--- src/hw/scps_defines.vh ---
// Purpose: Constants for the slow clock and PLL setup block
// Assumes: 10 MHz system clock, byte addresses on an 8-bit register port
// Notes:   Offsets, field positions, reset values and timing counts
`ifndef SCPS_DEFINES_VH
`define SCPS_DEFINES_VH

// Register offsets
`define SCPS_SUPPLY_CONTROL_REG   8'h00
`define SCPS_SUPPLY_MODE_REG      8'h04
`define SCPS_SUPPLY_STATUS_REG    8'h08
`define SCPS_CLOCK_STATUS_REG     8'h0c
`define SCPS_CLOCK_IRQ_ENABLE_REG 8'h10
`define SCPS_MAIN_FREQ_MEASURE    8'h14
`define SCPS_PLL_CONFIG_REG_A     8'h18
`define SCPS_PLL_CONFIG_REG_B     8'h1c

// Field positions
`define SCPS_XTAL_SELECT_BIT      0
`define SCPS_BYPASS_BIT           0
`define SCPS_SOURCE_BIT           0
`define SCPS_LOCK_A_BIT           1
`define SCPS_LOCK_B_BIT           2
`define SCPS_SLOW_VALID_BIT       3
`define SCPS_FREQ_VALID_BIT       16
`define SCPS_FREQ_RESTART_BIT     20
`define SCPS_DIV_LSB              0
`define SCPS_DIV_MSB              6
`define SCPS_COUNT_LSB            8
`define SCPS_COUNT_MSB            13
`define SCPS_MUL_LSB              16
`define SCPS_MUL_MSB              23

// Reset values
`define SCPS_DIV_RESET            7'h00
`define SCPS_MUL_RESET            8'h00
`define SCPS_COUNT_RESET          6'h00

// Timing
`define SCPS_CLK_HZ               10000000
`define SCPS_SLOW_VALID_US        100
// Slow valid delay in clk cycles, sized to the valid counter
`define SCPS_SLOW_VALID_CYCLES    11'h3e8
`define SCPS_MEASURE_SLOW_EDGES   5'h10
`define SCPS_XTAL_START_EDGES     4'h8

`endif

--- src/hw/scps_slow_clock_pll.v ---
// Purpose: Slow clock source selection, main clock measurement and PLL lock tracking
// Assumes: Oscillator and main clock levels arrive synchronous to clk
// Notes:   backup_supply low acts as a loss of the backup domain
//
// Strobed register access and the address map were decided locally.
`timescale 1ns/10ps
`include "scps_defines.vh"

module scps_slow_clock_pll (
  input  wire        clk,
  input  wire        rst,
  input  wire        backup_supply,
  input  wire        rc_osc_level,
  input  wire        slow_xtal_input,
  input  wire        main_clock_signal,
  input  wire [7:0]  reg_addr,
  input  wire [31:0] reg_wdata,
  input  wire        reg_write,
  input  wire        reg_read,
  output reg  [31:0] reg_rdata,
  output reg         slow_clock,
  output reg         slow_clock_valid,
  output reg         rc_osc_enable,
  output reg         xtal_osc_enable,
  output reg         xtal_bypass_enable,
  output reg         slow_source_indicator,
  output reg  [1:0]  pll_enable,
  output reg  [13:0] pll_divider_out,
  output reg  [15:0] pll_multiplier_out,
  output reg  [1:0]  pll_locked_flag,
  output reg         pll_lock_irq
);

  localparam [2:0] ST_RC     = 3'h0;
  localparam [2:0] ST_XSTART = 3'h1;
  localparam [2:0] ST_SWAP   = 3'h2;
  localparam [2:0] ST_RCOFF  = 3'h3;
  localparam [2:0] ST_XTAL   = 3'h4;

  localparam [10:0] VALID_CYCLES = `SCPS_SLOW_VALID_CYCLES;

  wire        dom_rst;
  wire        slow_rise;
  wire        wr_ctrl;
  wire        wr_mode;
  wire        wr_irq;
  wire        wr_freq;
  wire [1:0]  wr_pll;

  reg  [2:0]  sw_state;
  reg  [3:0]  start_cnt;
  reg         slow_xtal_select;
  reg         sel_xtal;
  reg         slow_prev;
  reg  [10:0] valid_cnt;
  reg         main_prev;
  reg  [15:0] main_freq_count;
  reg  [15:0] meas_cnt;
  reg  [4:0]  meas_edges;
  reg         meas_run;
  reg         main_freq_valid;
  reg  [1:0]  clock_irq_enable;
  reg  [6:0]  pll_divider_field [0:1];
  reg  [7:0]  pll_multiplier_field [0:1];
  reg  [5:0]  pll_lock_delay_field [0:1];
  reg  [5:0]  lock_cnt [0:1];
  reg  [1:0]  lock_wait;
  reg  [31:0] next_rdata;
  reg         next_slow;

  assign dom_rst   = rst | ~backup_supply;
  assign slow_rise = slow_clock & ~slow_prev;
  assign wr_ctrl   = reg_write && (reg_addr == `SCPS_SUPPLY_CONTROL_REG);
  assign wr_mode   = reg_write && (reg_addr == `SCPS_SUPPLY_MODE_REG);
  assign wr_irq    = reg_write && (reg_addr == `SCPS_CLOCK_IRQ_ENABLE_REG);
  assign wr_freq   = reg_write && (reg_addr == `SCPS_MAIN_FREQ_MEASURE);
  assign wr_pll[0] = reg_write && (reg_addr == `SCPS_PLL_CONFIG_REG_A);
  assign wr_pll[1] = reg_write && (reg_addr == `SCPS_PLL_CONFIG_REG_B);

  ////////////////////////////////////////////////////////////////////////////
  // Slow clock source switch

  always @* begin
    if (sel_xtal) begin
      next_slow = slow_xtal_input;
    end else begin
      next_slow = rc_osc_level;
    end
  end

  always @(posedge clk) begin
    if (dom_rst) begin
      sw_state              <= ST_RC;
      start_cnt             <= 4'h0;
      slow_xtal_select      <= 1'b0;
      sel_xtal              <= 1'b0;
      rc_osc_enable         <= 1'b1;
      xtal_osc_enable       <= 1'b0;
      xtal_bypass_enable    <= 1'b0;
      slow_source_indicator <= 1'b0;
      slow_clock            <= 1'b0;
      slow_prev             <= 1'b0;
    end else begin
      slow_prev  <= slow_clock;
      slow_clock <= next_slow;
      if (wr_mode && !slow_xtal_select) begin
        xtal_bypass_enable <= reg_wdata[`SCPS_BYPASS_BIT];
      end
      if (wr_ctrl && reg_wdata[`SCPS_XTAL_SELECT_BIT]) begin
        slow_xtal_select <= 1'b1;
      end
      case (sw_state)
        ST_RC: begin
          if (slow_xtal_select) begin
            xtal_osc_enable <= ~xtal_bypass_enable;
            start_cnt       <= 4'h0;
            sw_state        <= ST_XSTART;
          end
        end
        ST_XSTART: begin
          if (slow_xtal_input && !xtal_prev_high(start_cnt)) begin
            start_cnt <= start_cnt + 4'h1;
          end
          if (start_cnt == `SCPS_XTAL_START_EDGES) begin
            sw_state <= ST_SWAP;
          end
        end
        ST_SWAP: begin
          if (!slow_clock && !rc_osc_level && !slow_xtal_input) begin
            sel_xtal              <= 1'b1;
            slow_source_indicator <= 1'b1;
            sw_state              <= ST_RCOFF;
          end
        end
        ST_RCOFF: begin
          rc_osc_enable <= 1'b0;
          sw_state      <= ST_XTAL;
        end
        ST_XTAL: begin
          sw_state <= ST_XTAL;
        end
        default: begin
          sw_state <= ST_RC;
        end
      endcase
    end
  end

  // Crystal startup edge counter uses the sampled crystal level
  reg xtal_prev;
  always @(posedge clk) begin
    if (dom_rst) begin
      xtal_prev <= 1'b0;
    end else begin
      xtal_prev <= slow_xtal_input;
    end
  end

  function xtal_prev_high;
    input [3:0] unused_cnt;
    begin
      xtal_prev_high = xtal_prev | (unused_cnt == 4'hf);
    end
  endfunction

  ////////////////////////////////////////////////////////////////////////////
  // Slow clock valid delay after backup power-up

  always @(posedge clk) begin
    if (dom_rst) begin
      valid_cnt        <= 11'h000;
      slow_clock_valid <= 1'b0;
    end else if (valid_cnt != VALID_CYCLES) begin
      valid_cnt <= valid_cnt + 11'h001;
    end else begin
      slow_clock_valid <= 1'b1;
    end
  end

  ////////////////////////////////////////////////////////////////////////////
  // Main clock frequency measurement

  always @(posedge clk) begin
    if (dom_rst) begin
      main_prev       <= 1'b0;
      main_freq_count <= 16'h0000;
      meas_cnt        <= 16'h0000;
      meas_edges      <= 5'h00;
      meas_run        <= 1'b0;
      main_freq_valid <= 1'b0;
    end else begin
      main_prev <= main_clock_signal;
      if (wr_freq && reg_wdata[`SCPS_FREQ_RESTART_BIT]) begin
        main_freq_valid <= 1'b0;
        meas_run        <= 1'b0;
        meas_edges      <= 5'h00;
      end else if (!meas_run && !main_freq_valid && slow_clock_valid && slow_rise) begin
        meas_run   <= 1'b1;
        meas_edges <= 5'h00;
        meas_cnt   <= 16'h0000;
      end else if (meas_run) begin
        if (main_clock_signal && !main_prev && meas_cnt != 16'hffff) begin
          meas_cnt <= meas_cnt + 16'h0001;
        end
        if (slow_rise) begin
          meas_edges <= meas_edges + 5'h01;
          if (meas_edges == `SCPS_MEASURE_SLOW_EDGES - 5'h01) begin
            main_freq_count <= meas_cnt;
            main_freq_valid <= 1'b1;
            meas_run        <= 1'b0;
          end
        end
      end
    end
  end

  ////////////////////////////////////////////////////////////////////////////
  // PLL configuration and lock delay, one per PLL

  genvar gi;
  generate
    for (gi = 0; gi < 2; gi = gi + 1) begin : g_pll
      always @(posedge clk) begin
        if (rst) begin
          pll_divider_field[gi]    <= `SCPS_DIV_RESET;
          pll_multiplier_field[gi] <= `SCPS_MUL_RESET;
          pll_lock_delay_field[gi] <= `SCPS_COUNT_RESET;
          lock_cnt[gi]             <= 6'h00;
          lock_wait[gi]            <= 1'b0;
          pll_locked_flag[gi]      <= 1'b0;
          pll_enable[gi]           <= 1'b0;
        end else if (wr_pll[gi]) begin
          pll_divider_field[gi]    <= reg_wdata[`SCPS_DIV_MSB:`SCPS_DIV_LSB];
          pll_multiplier_field[gi] <= reg_wdata[`SCPS_MUL_MSB:`SCPS_MUL_LSB];
          pll_lock_delay_field[gi] <= reg_wdata[`SCPS_COUNT_MSB:`SCPS_COUNT_LSB];
          lock_cnt[gi]             <= reg_wdata[`SCPS_COUNT_MSB:`SCPS_COUNT_LSB];
          pll_enable[gi]           <= (reg_wdata[`SCPS_DIV_MSB:`SCPS_DIV_LSB] != 7'h00) &&
                                      (reg_wdata[`SCPS_MUL_MSB:`SCPS_MUL_LSB] != 8'h00);
          lock_wait[gi]            <= 1'b1;
          if ((reg_wdata[`SCPS_DIV_MSB:`SCPS_DIV_LSB] != pll_divider_field[gi]) ||
              (reg_wdata[`SCPS_MUL_MSB:`SCPS_MUL_LSB] != pll_multiplier_field[gi])) begin
            pll_locked_flag[gi] <= 1'b0;
          end
        end else if (lock_wait[gi]) begin
          if (!pll_enable[gi]) begin
            lock_wait[gi]       <= 1'b0;
            pll_locked_flag[gi] <= 1'b0;
          end else if (lock_cnt[gi] == 6'h00) begin
            lock_wait[gi]       <= 1'b0;
            pll_locked_flag[gi] <= 1'b1;
          end else if (slow_rise) begin
            lock_cnt[gi] <= lock_cnt[gi] - 6'h01;
          end
        end
      end

      always @(posedge clk) begin
        if (rst) begin
          pll_divider_out[gi*7 +: 7]    <= 7'h00;
          pll_multiplier_out[gi*8 +: 8] <= 8'h00;
        end else begin
          pll_divider_out[gi*7 +: 7]    <= pll_divider_field[gi];
          pll_multiplier_out[gi*8 +: 8] <= pll_multiplier_field[gi];
        end
      end
    end
  endgenerate

  ////////////////////////////////////////////////////////////////////////////
  // Interrupt enable and lock interrupt

  always @(posedge clk) begin
    if (rst) begin
      clock_irq_enable <= 2'h0;
      pll_lock_irq     <= 1'b0;
    end else begin
      if (wr_irq) begin
        clock_irq_enable <= reg_wdata[`SCPS_LOCK_B_BIT:`SCPS_LOCK_A_BIT];
      end
      pll_lock_irq <= |(pll_locked_flag & clock_irq_enable);
    end
  end

  ////////////////////////////////////////////////////////////////////////////
  // Register read port

  always @* begin
    next_rdata = 32'h00000000;
    if (reg_addr == `SCPS_SUPPLY_MODE_REG) begin
      next_rdata[`SCPS_BYPASS_BIT] = xtal_bypass_enable;
    end else if (reg_addr == `SCPS_SUPPLY_STATUS_REG) begin
      next_rdata[`SCPS_SOURCE_BIT] = slow_xtal_select;
    end else if (reg_addr == `SCPS_CLOCK_STATUS_REG) begin
      next_rdata[`SCPS_SOURCE_BIT]     = slow_source_indicator;
      next_rdata[`SCPS_LOCK_A_BIT]     = pll_locked_flag[0];
      next_rdata[`SCPS_LOCK_B_BIT]     = pll_locked_flag[1];
      next_rdata[`SCPS_SLOW_VALID_BIT] = slow_clock_valid;
    end else if (reg_addr == `SCPS_CLOCK_IRQ_ENABLE_REG) begin
      next_rdata[`SCPS_LOCK_B_BIT:`SCPS_LOCK_A_BIT] = clock_irq_enable;
    end else if (reg_addr == `SCPS_MAIN_FREQ_MEASURE) begin
      next_rdata[15:0]                 = main_freq_count;
      next_rdata[`SCPS_FREQ_VALID_BIT] = main_freq_valid;
    end else if (reg_addr == `SCPS_PLL_CONFIG_REG_A) begin
      next_rdata[`SCPS_DIV_MSB:`SCPS_DIV_LSB]     = pll_divider_field[0];
      next_rdata[`SCPS_COUNT_MSB:`SCPS_COUNT_LSB] = pll_lock_delay_field[0];
      next_rdata[`SCPS_MUL_MSB:`SCPS_MUL_LSB]     = pll_multiplier_field[0];
    end else if (reg_addr == `SCPS_PLL_CONFIG_REG_B) begin
      next_rdata[`SCPS_DIV_MSB:`SCPS_DIV_LSB]     = pll_divider_field[1];
      next_rdata[`SCPS_COUNT_MSB:`SCPS_COUNT_LSB] = pll_lock_delay_field[1];
      next_rdata[`SCPS_MUL_MSB:`SCPS_MUL_LSB]     = pll_multiplier_field[1];
    end
  end

  always @(posedge clk) begin
    if (rst) begin
      reg_rdata <= 32'h00000000;
    end else if (reg_read) begin
      reg_rdata <= next_rdata;
    end else begin
      reg_rdata <= 32'h00000000;
    end
  end

endmodule

--- config.mk ---
export PLATFORM = sky130hd
export DESIGN_NAME = scps_slow_clock_pll
export DESIGN_NICKNAME = d
export VERILOG_FILES = /design/src/hw/scps_slow_clock_pll.v
export VERILOG_INCLUDE_DIRS = /design/src /design/src/hw
export SDC_FILE = /design/constraint.sdc
export NUM_CORES = 1
export LEC_CHECK = 0
export ABC_AREA = 1
export BUFFER_PORTS_ARGS = -buffer_cell sky130_fd_sc_hd__buf_2
export CAP_MARGIN = 40
export CORE_MARGIN = 5
export CORE_UTILIZATION = 40
export DETAILED_ROUTE_END_ITERATION = 16
export GPL_TIMING_DRIVEN = 0
export PLACE_DENSITY_LB_ADDON = 0.15
export SYNTH_ARGS = -nofsm -noshare
export SYNTH_HDL_FRONTEND = slang
export SYNTH_SLANG_ARGS = --single-unit
--- constraint.sdc ---
create_clock -name clk -period 2.45 [get_ports clk]
set_clock_uncertainty 0.05 [all_clocks]
set_input_delay 0.3675 -clock clk [delete_from_list [all_inputs] [get_ports clk]]
set_output_delay 0.3675 -clock clk [all_outputs]
set_load 0.05 [all_outputs]
==> impl_metrics.ini <==
[outcome]
outcome = finished clean

[worst_hold_path]
hold_path_depth = 3
hold-path-endpoint = main_prev
hold_path_class = in2reg
min_from = main_clock_signal

[critical_path]
crit_type = reg2reg
max_stage_delay_ns = 0.46
cp-start-kind = register
r2r-start = meas_cnt[0]
cp_max_fo = 10
timing.rr.end = meas_cnt[12]
crit_family = simple AND/OR/NAND/NOR gates
rr_worst_depth = 9
cp_cell_sequence = ha_1 -> nand2_1 -> nor3_4 -> nand4_2 -> nand3_4 -> nand2_4 -> buf_6 -> nand2_1 -> a21oi_1
critical_path_required_ns = 2.69
rrSetupSlack_ns = 0.34
cp-end-kind = register
crit_buf_inv = 1
arrival_ns = 2.34
cpMaxStageDelayCell = dfxtp_1
crit_top_cell = nand2_1

[sta]
layout_min_cycle_time_ns = 2.11
period_share_pct = 85.9
setup_viol = 0
fmax_ghz = 0.475
hold_violations = 0
finalMaxSlewViolations = 0
setup_slack_ns = 0.345
tightest_slew_ns = 0.703
rsz0062_at_grt = no
relSlewSlack_pct = 53.1

[cells_and_area]
final_nets = 1190
seq_area_um2 = 4220
multiInputGateArea_um2 = 3320
layout.cells.non_filler = 1414
finalInstanceArea_um2 = 9650
layout-drive-gt1-share_pct = 15.8
num_antenna_cells = 0
fillers = 1993
syn2layout_area_growth_pct = 17.7
final_util_pct = 47.7

[global_route]
grt_pass1_wl_um = 34100
grt_pass1_vias = 6474
antenna_found_initial = 0
grt-ovfl-total = 0
grt_usage_pct = 18.1
grt_max_degree = 18

[drt]
drc_errors = 0
routedWlPerCell_um = 14.8
vias_per_cell = 4.81
wl_um = 20900
ant_nets = 0
vias = 6802
drt-initial-drc-count = 441
firstDrtPassIters = 6

[cts]
clk_latency_ns = 0.43
cts.sinks = 184
cts_max_level = 4
postCtsSetupRepairBufs = 0
tritoncts = yes
cts_buffer_depth = 2
cts_root_buffer = clkbuf_16
cts-buffers-inserted = 17
post_cts_resized = 0
clk_pin_slew_ns = 0.07
holdBufCountCts = 0

[synthesis]
synthCells = 1003
synth-seq-area-share_pct = 51.5
synthFlopType = dfxtp_1
yosys.cell_types.count = 49
synth_edf_count = 54
async_flop_share_pct = 0
syn_area_um2 = 8200
syn_area_per_cell_um2 = 8.18
yosysWarnings = 0
synth-seq-cells = 184

[placement]
place_area_um2 = 9120
numPlacedInstances = 1382
place_ws_ns = 0.141
io_buffers = 100
place.gp.congestion = 0.890
hpwlAfterDp_um = 15800

[power_and_ir_drop]
p_comb_share_pct = 7.5
powerDensity_nw_per_um2 = 648
p_switching_w = 0.00157
internal-power_w = 0.00469
power_w = 0.00625
vdd_ir_drop_max_v = 0.000447
p_clk_share_pct = 40.6
seqPwrFrac_pct = 51.9
p_leak_nw = 4.11
p_sw_share_pct = 25.0

[run]
drv_cap = 0

[floorplanning]
die_y_um = 153
coreArea_um2 = 20200
rows = 52
die_area_um2 = 23500
start_util_pct = 40.5
chipWidth_um = 153
ios = 121
==> state kept, by name, summed over array words and instances, names as in the netlist, 2 cells and up <==
register / flops
sw_state: 3
pll_locked_flag: 2
meas_edges: 5
main_freq_count: 16
pll_enable: 2
pll_multiplier_field: 16
meas_cnt: 16
pll_divider_out: 14
lock_wait: 2
reg_rdata: 24
pll_multiplier_out: 16
pll_lock_delay_field: 12
start_cnt: 4
valid_cnt: 11
clock_irq_enable: 2
lock_cnt: 12
pll_divider_field: 14
==> through the flow <==
stage / setup TNS (ns) / hold slack, ns
after floorplan: 0 / 0.366
after global placement: -0.952 / 0.379
after detailed placement: 0 / 0.386
after CTS: 0 / 0.144
after global routing: 0 / 0.185
final: 0 / 0.154
==> worst max-delay path by stage <==
stage	start	endpoint	slack [ns]	cells after the start
floorplan	slow_clock_valid	meas_cnt[15]	0.58	6
global placement	reg_addr[1]	pll_multiplier_field[0][0]	-0.04	6
detailed placement	rst	main_freq_count[14]	0.14	7
CTS	meas_cnt[0]	meas_cnt[12]	0.37	9
global route	meas_cnt[0]	meas_cnt[9]	0.21	9
finish	meas_cnt[0]	meas_cnt[12]	0.34	9
==> tightest hold or removal path: cells and delay by family <==
kind | cells | cell delay, ns
buf+inv | 2 | 0.14
simple gates | 1 | 0.09
==> area by class of cell <==
class	instances	area share [%]
Sequential cell	184	43.8
Multi-Input combinational cell	664	34.4
Timing Repair Buffer	102	5.76
Inverter	130	5.06
Clock buffer	21	4.78
Tap cell	270	3.50
Buffer	32	2.03
Clock inverter	11	0.739
==> power groups by stage <==
stage          clock network, W  registers (W)  logic (W)
3_3_place_gp                  0        0.00331   0.000459
5_1_grt                 0.00272        0.00325   0.000517
3_5_place_dp                  0        0.00331   0.000473
6_report                0.00254        0.00325   0.000470
2_1_floorplan                 0        0.00340   0.000218
4_1_cts                 0.00259        0.00324   0.000474
==> layout by cell type (no fill, tap or decap), types with 3 or more instances in the layout <==
cell,netlist,final
inv_1,125,125
nor2_4,6,6
dfxtp_1,130,130
nor2_1,163,163
a211oi_1,3,3
a21oi_1,72,72
ha_1,11,11
nand2_2,4,4
nand2_4,4,4
clkbuf_16,0,18
o21ai_0,32,32
o22ai_1,14,14
edfxtp_1,54,54
conb_1,1,8
or2_2,3,3
a22o_1,3,3
buf_6,3,3
a31oi_1,5,5
buf_2,4,104
nand2_1,201,201
xor2_1,16,16
clkinv_4,0,3
clkbuf_1,14,17
xnor2_1,12,12
inv_2,4,4
nand4_1,12,12
nand3_1,53,53
nand3_4,3,3
nor2_2,4,4
nor3_1,10,10
buf_4,10,10
clkinv_1,1,5
==> per-layer routing <==
metal	part of all wire, %	GRT usage, %	wire length, µm
met5	0	0	0
met4	1.3	4.88	274
met3	7.5	4.24	1560
met2	42	26.4	8840
met1	49	27.0	10200
==> logic make-up (layout without fill, tap and decap cells) <==
| logic type | Yosys count | in the layout | synth area share, % |
|---|---|---|---|
| other cells | 1 | 8 | 0.0457 |
| buf+inv | 162 | 296 | 8.35 |
| fa+ha+maj | 11 | 11 | 1.68 |
| xor+xnor | 28 | 28 | 2.99 |
| compound gates | 139 | 139 | 9.32 |
| simple gates | 478 | 478 | 26.1 |
| flops | 184 | 184 | 51.5 |
==> cells in the mapped netlist (all sizes together), types with 14 or more instances <==
library cell | count | area (µm²)
clkbuf | 14 | 52.6
inv | 129 | 484
dfxtp | 130 | 2600
buf | 18 | 144
o21ai | 34 | 170
a21oi | 72 | 360
nand3 | 58 | 338
nor2 | 173 | 704
nand2 | 209 | 825
xor2 | 16 | 140
edfxtp | 54 | 1620
o22ai | 14 | 87.6
Power figures use the tool's default switching activity.
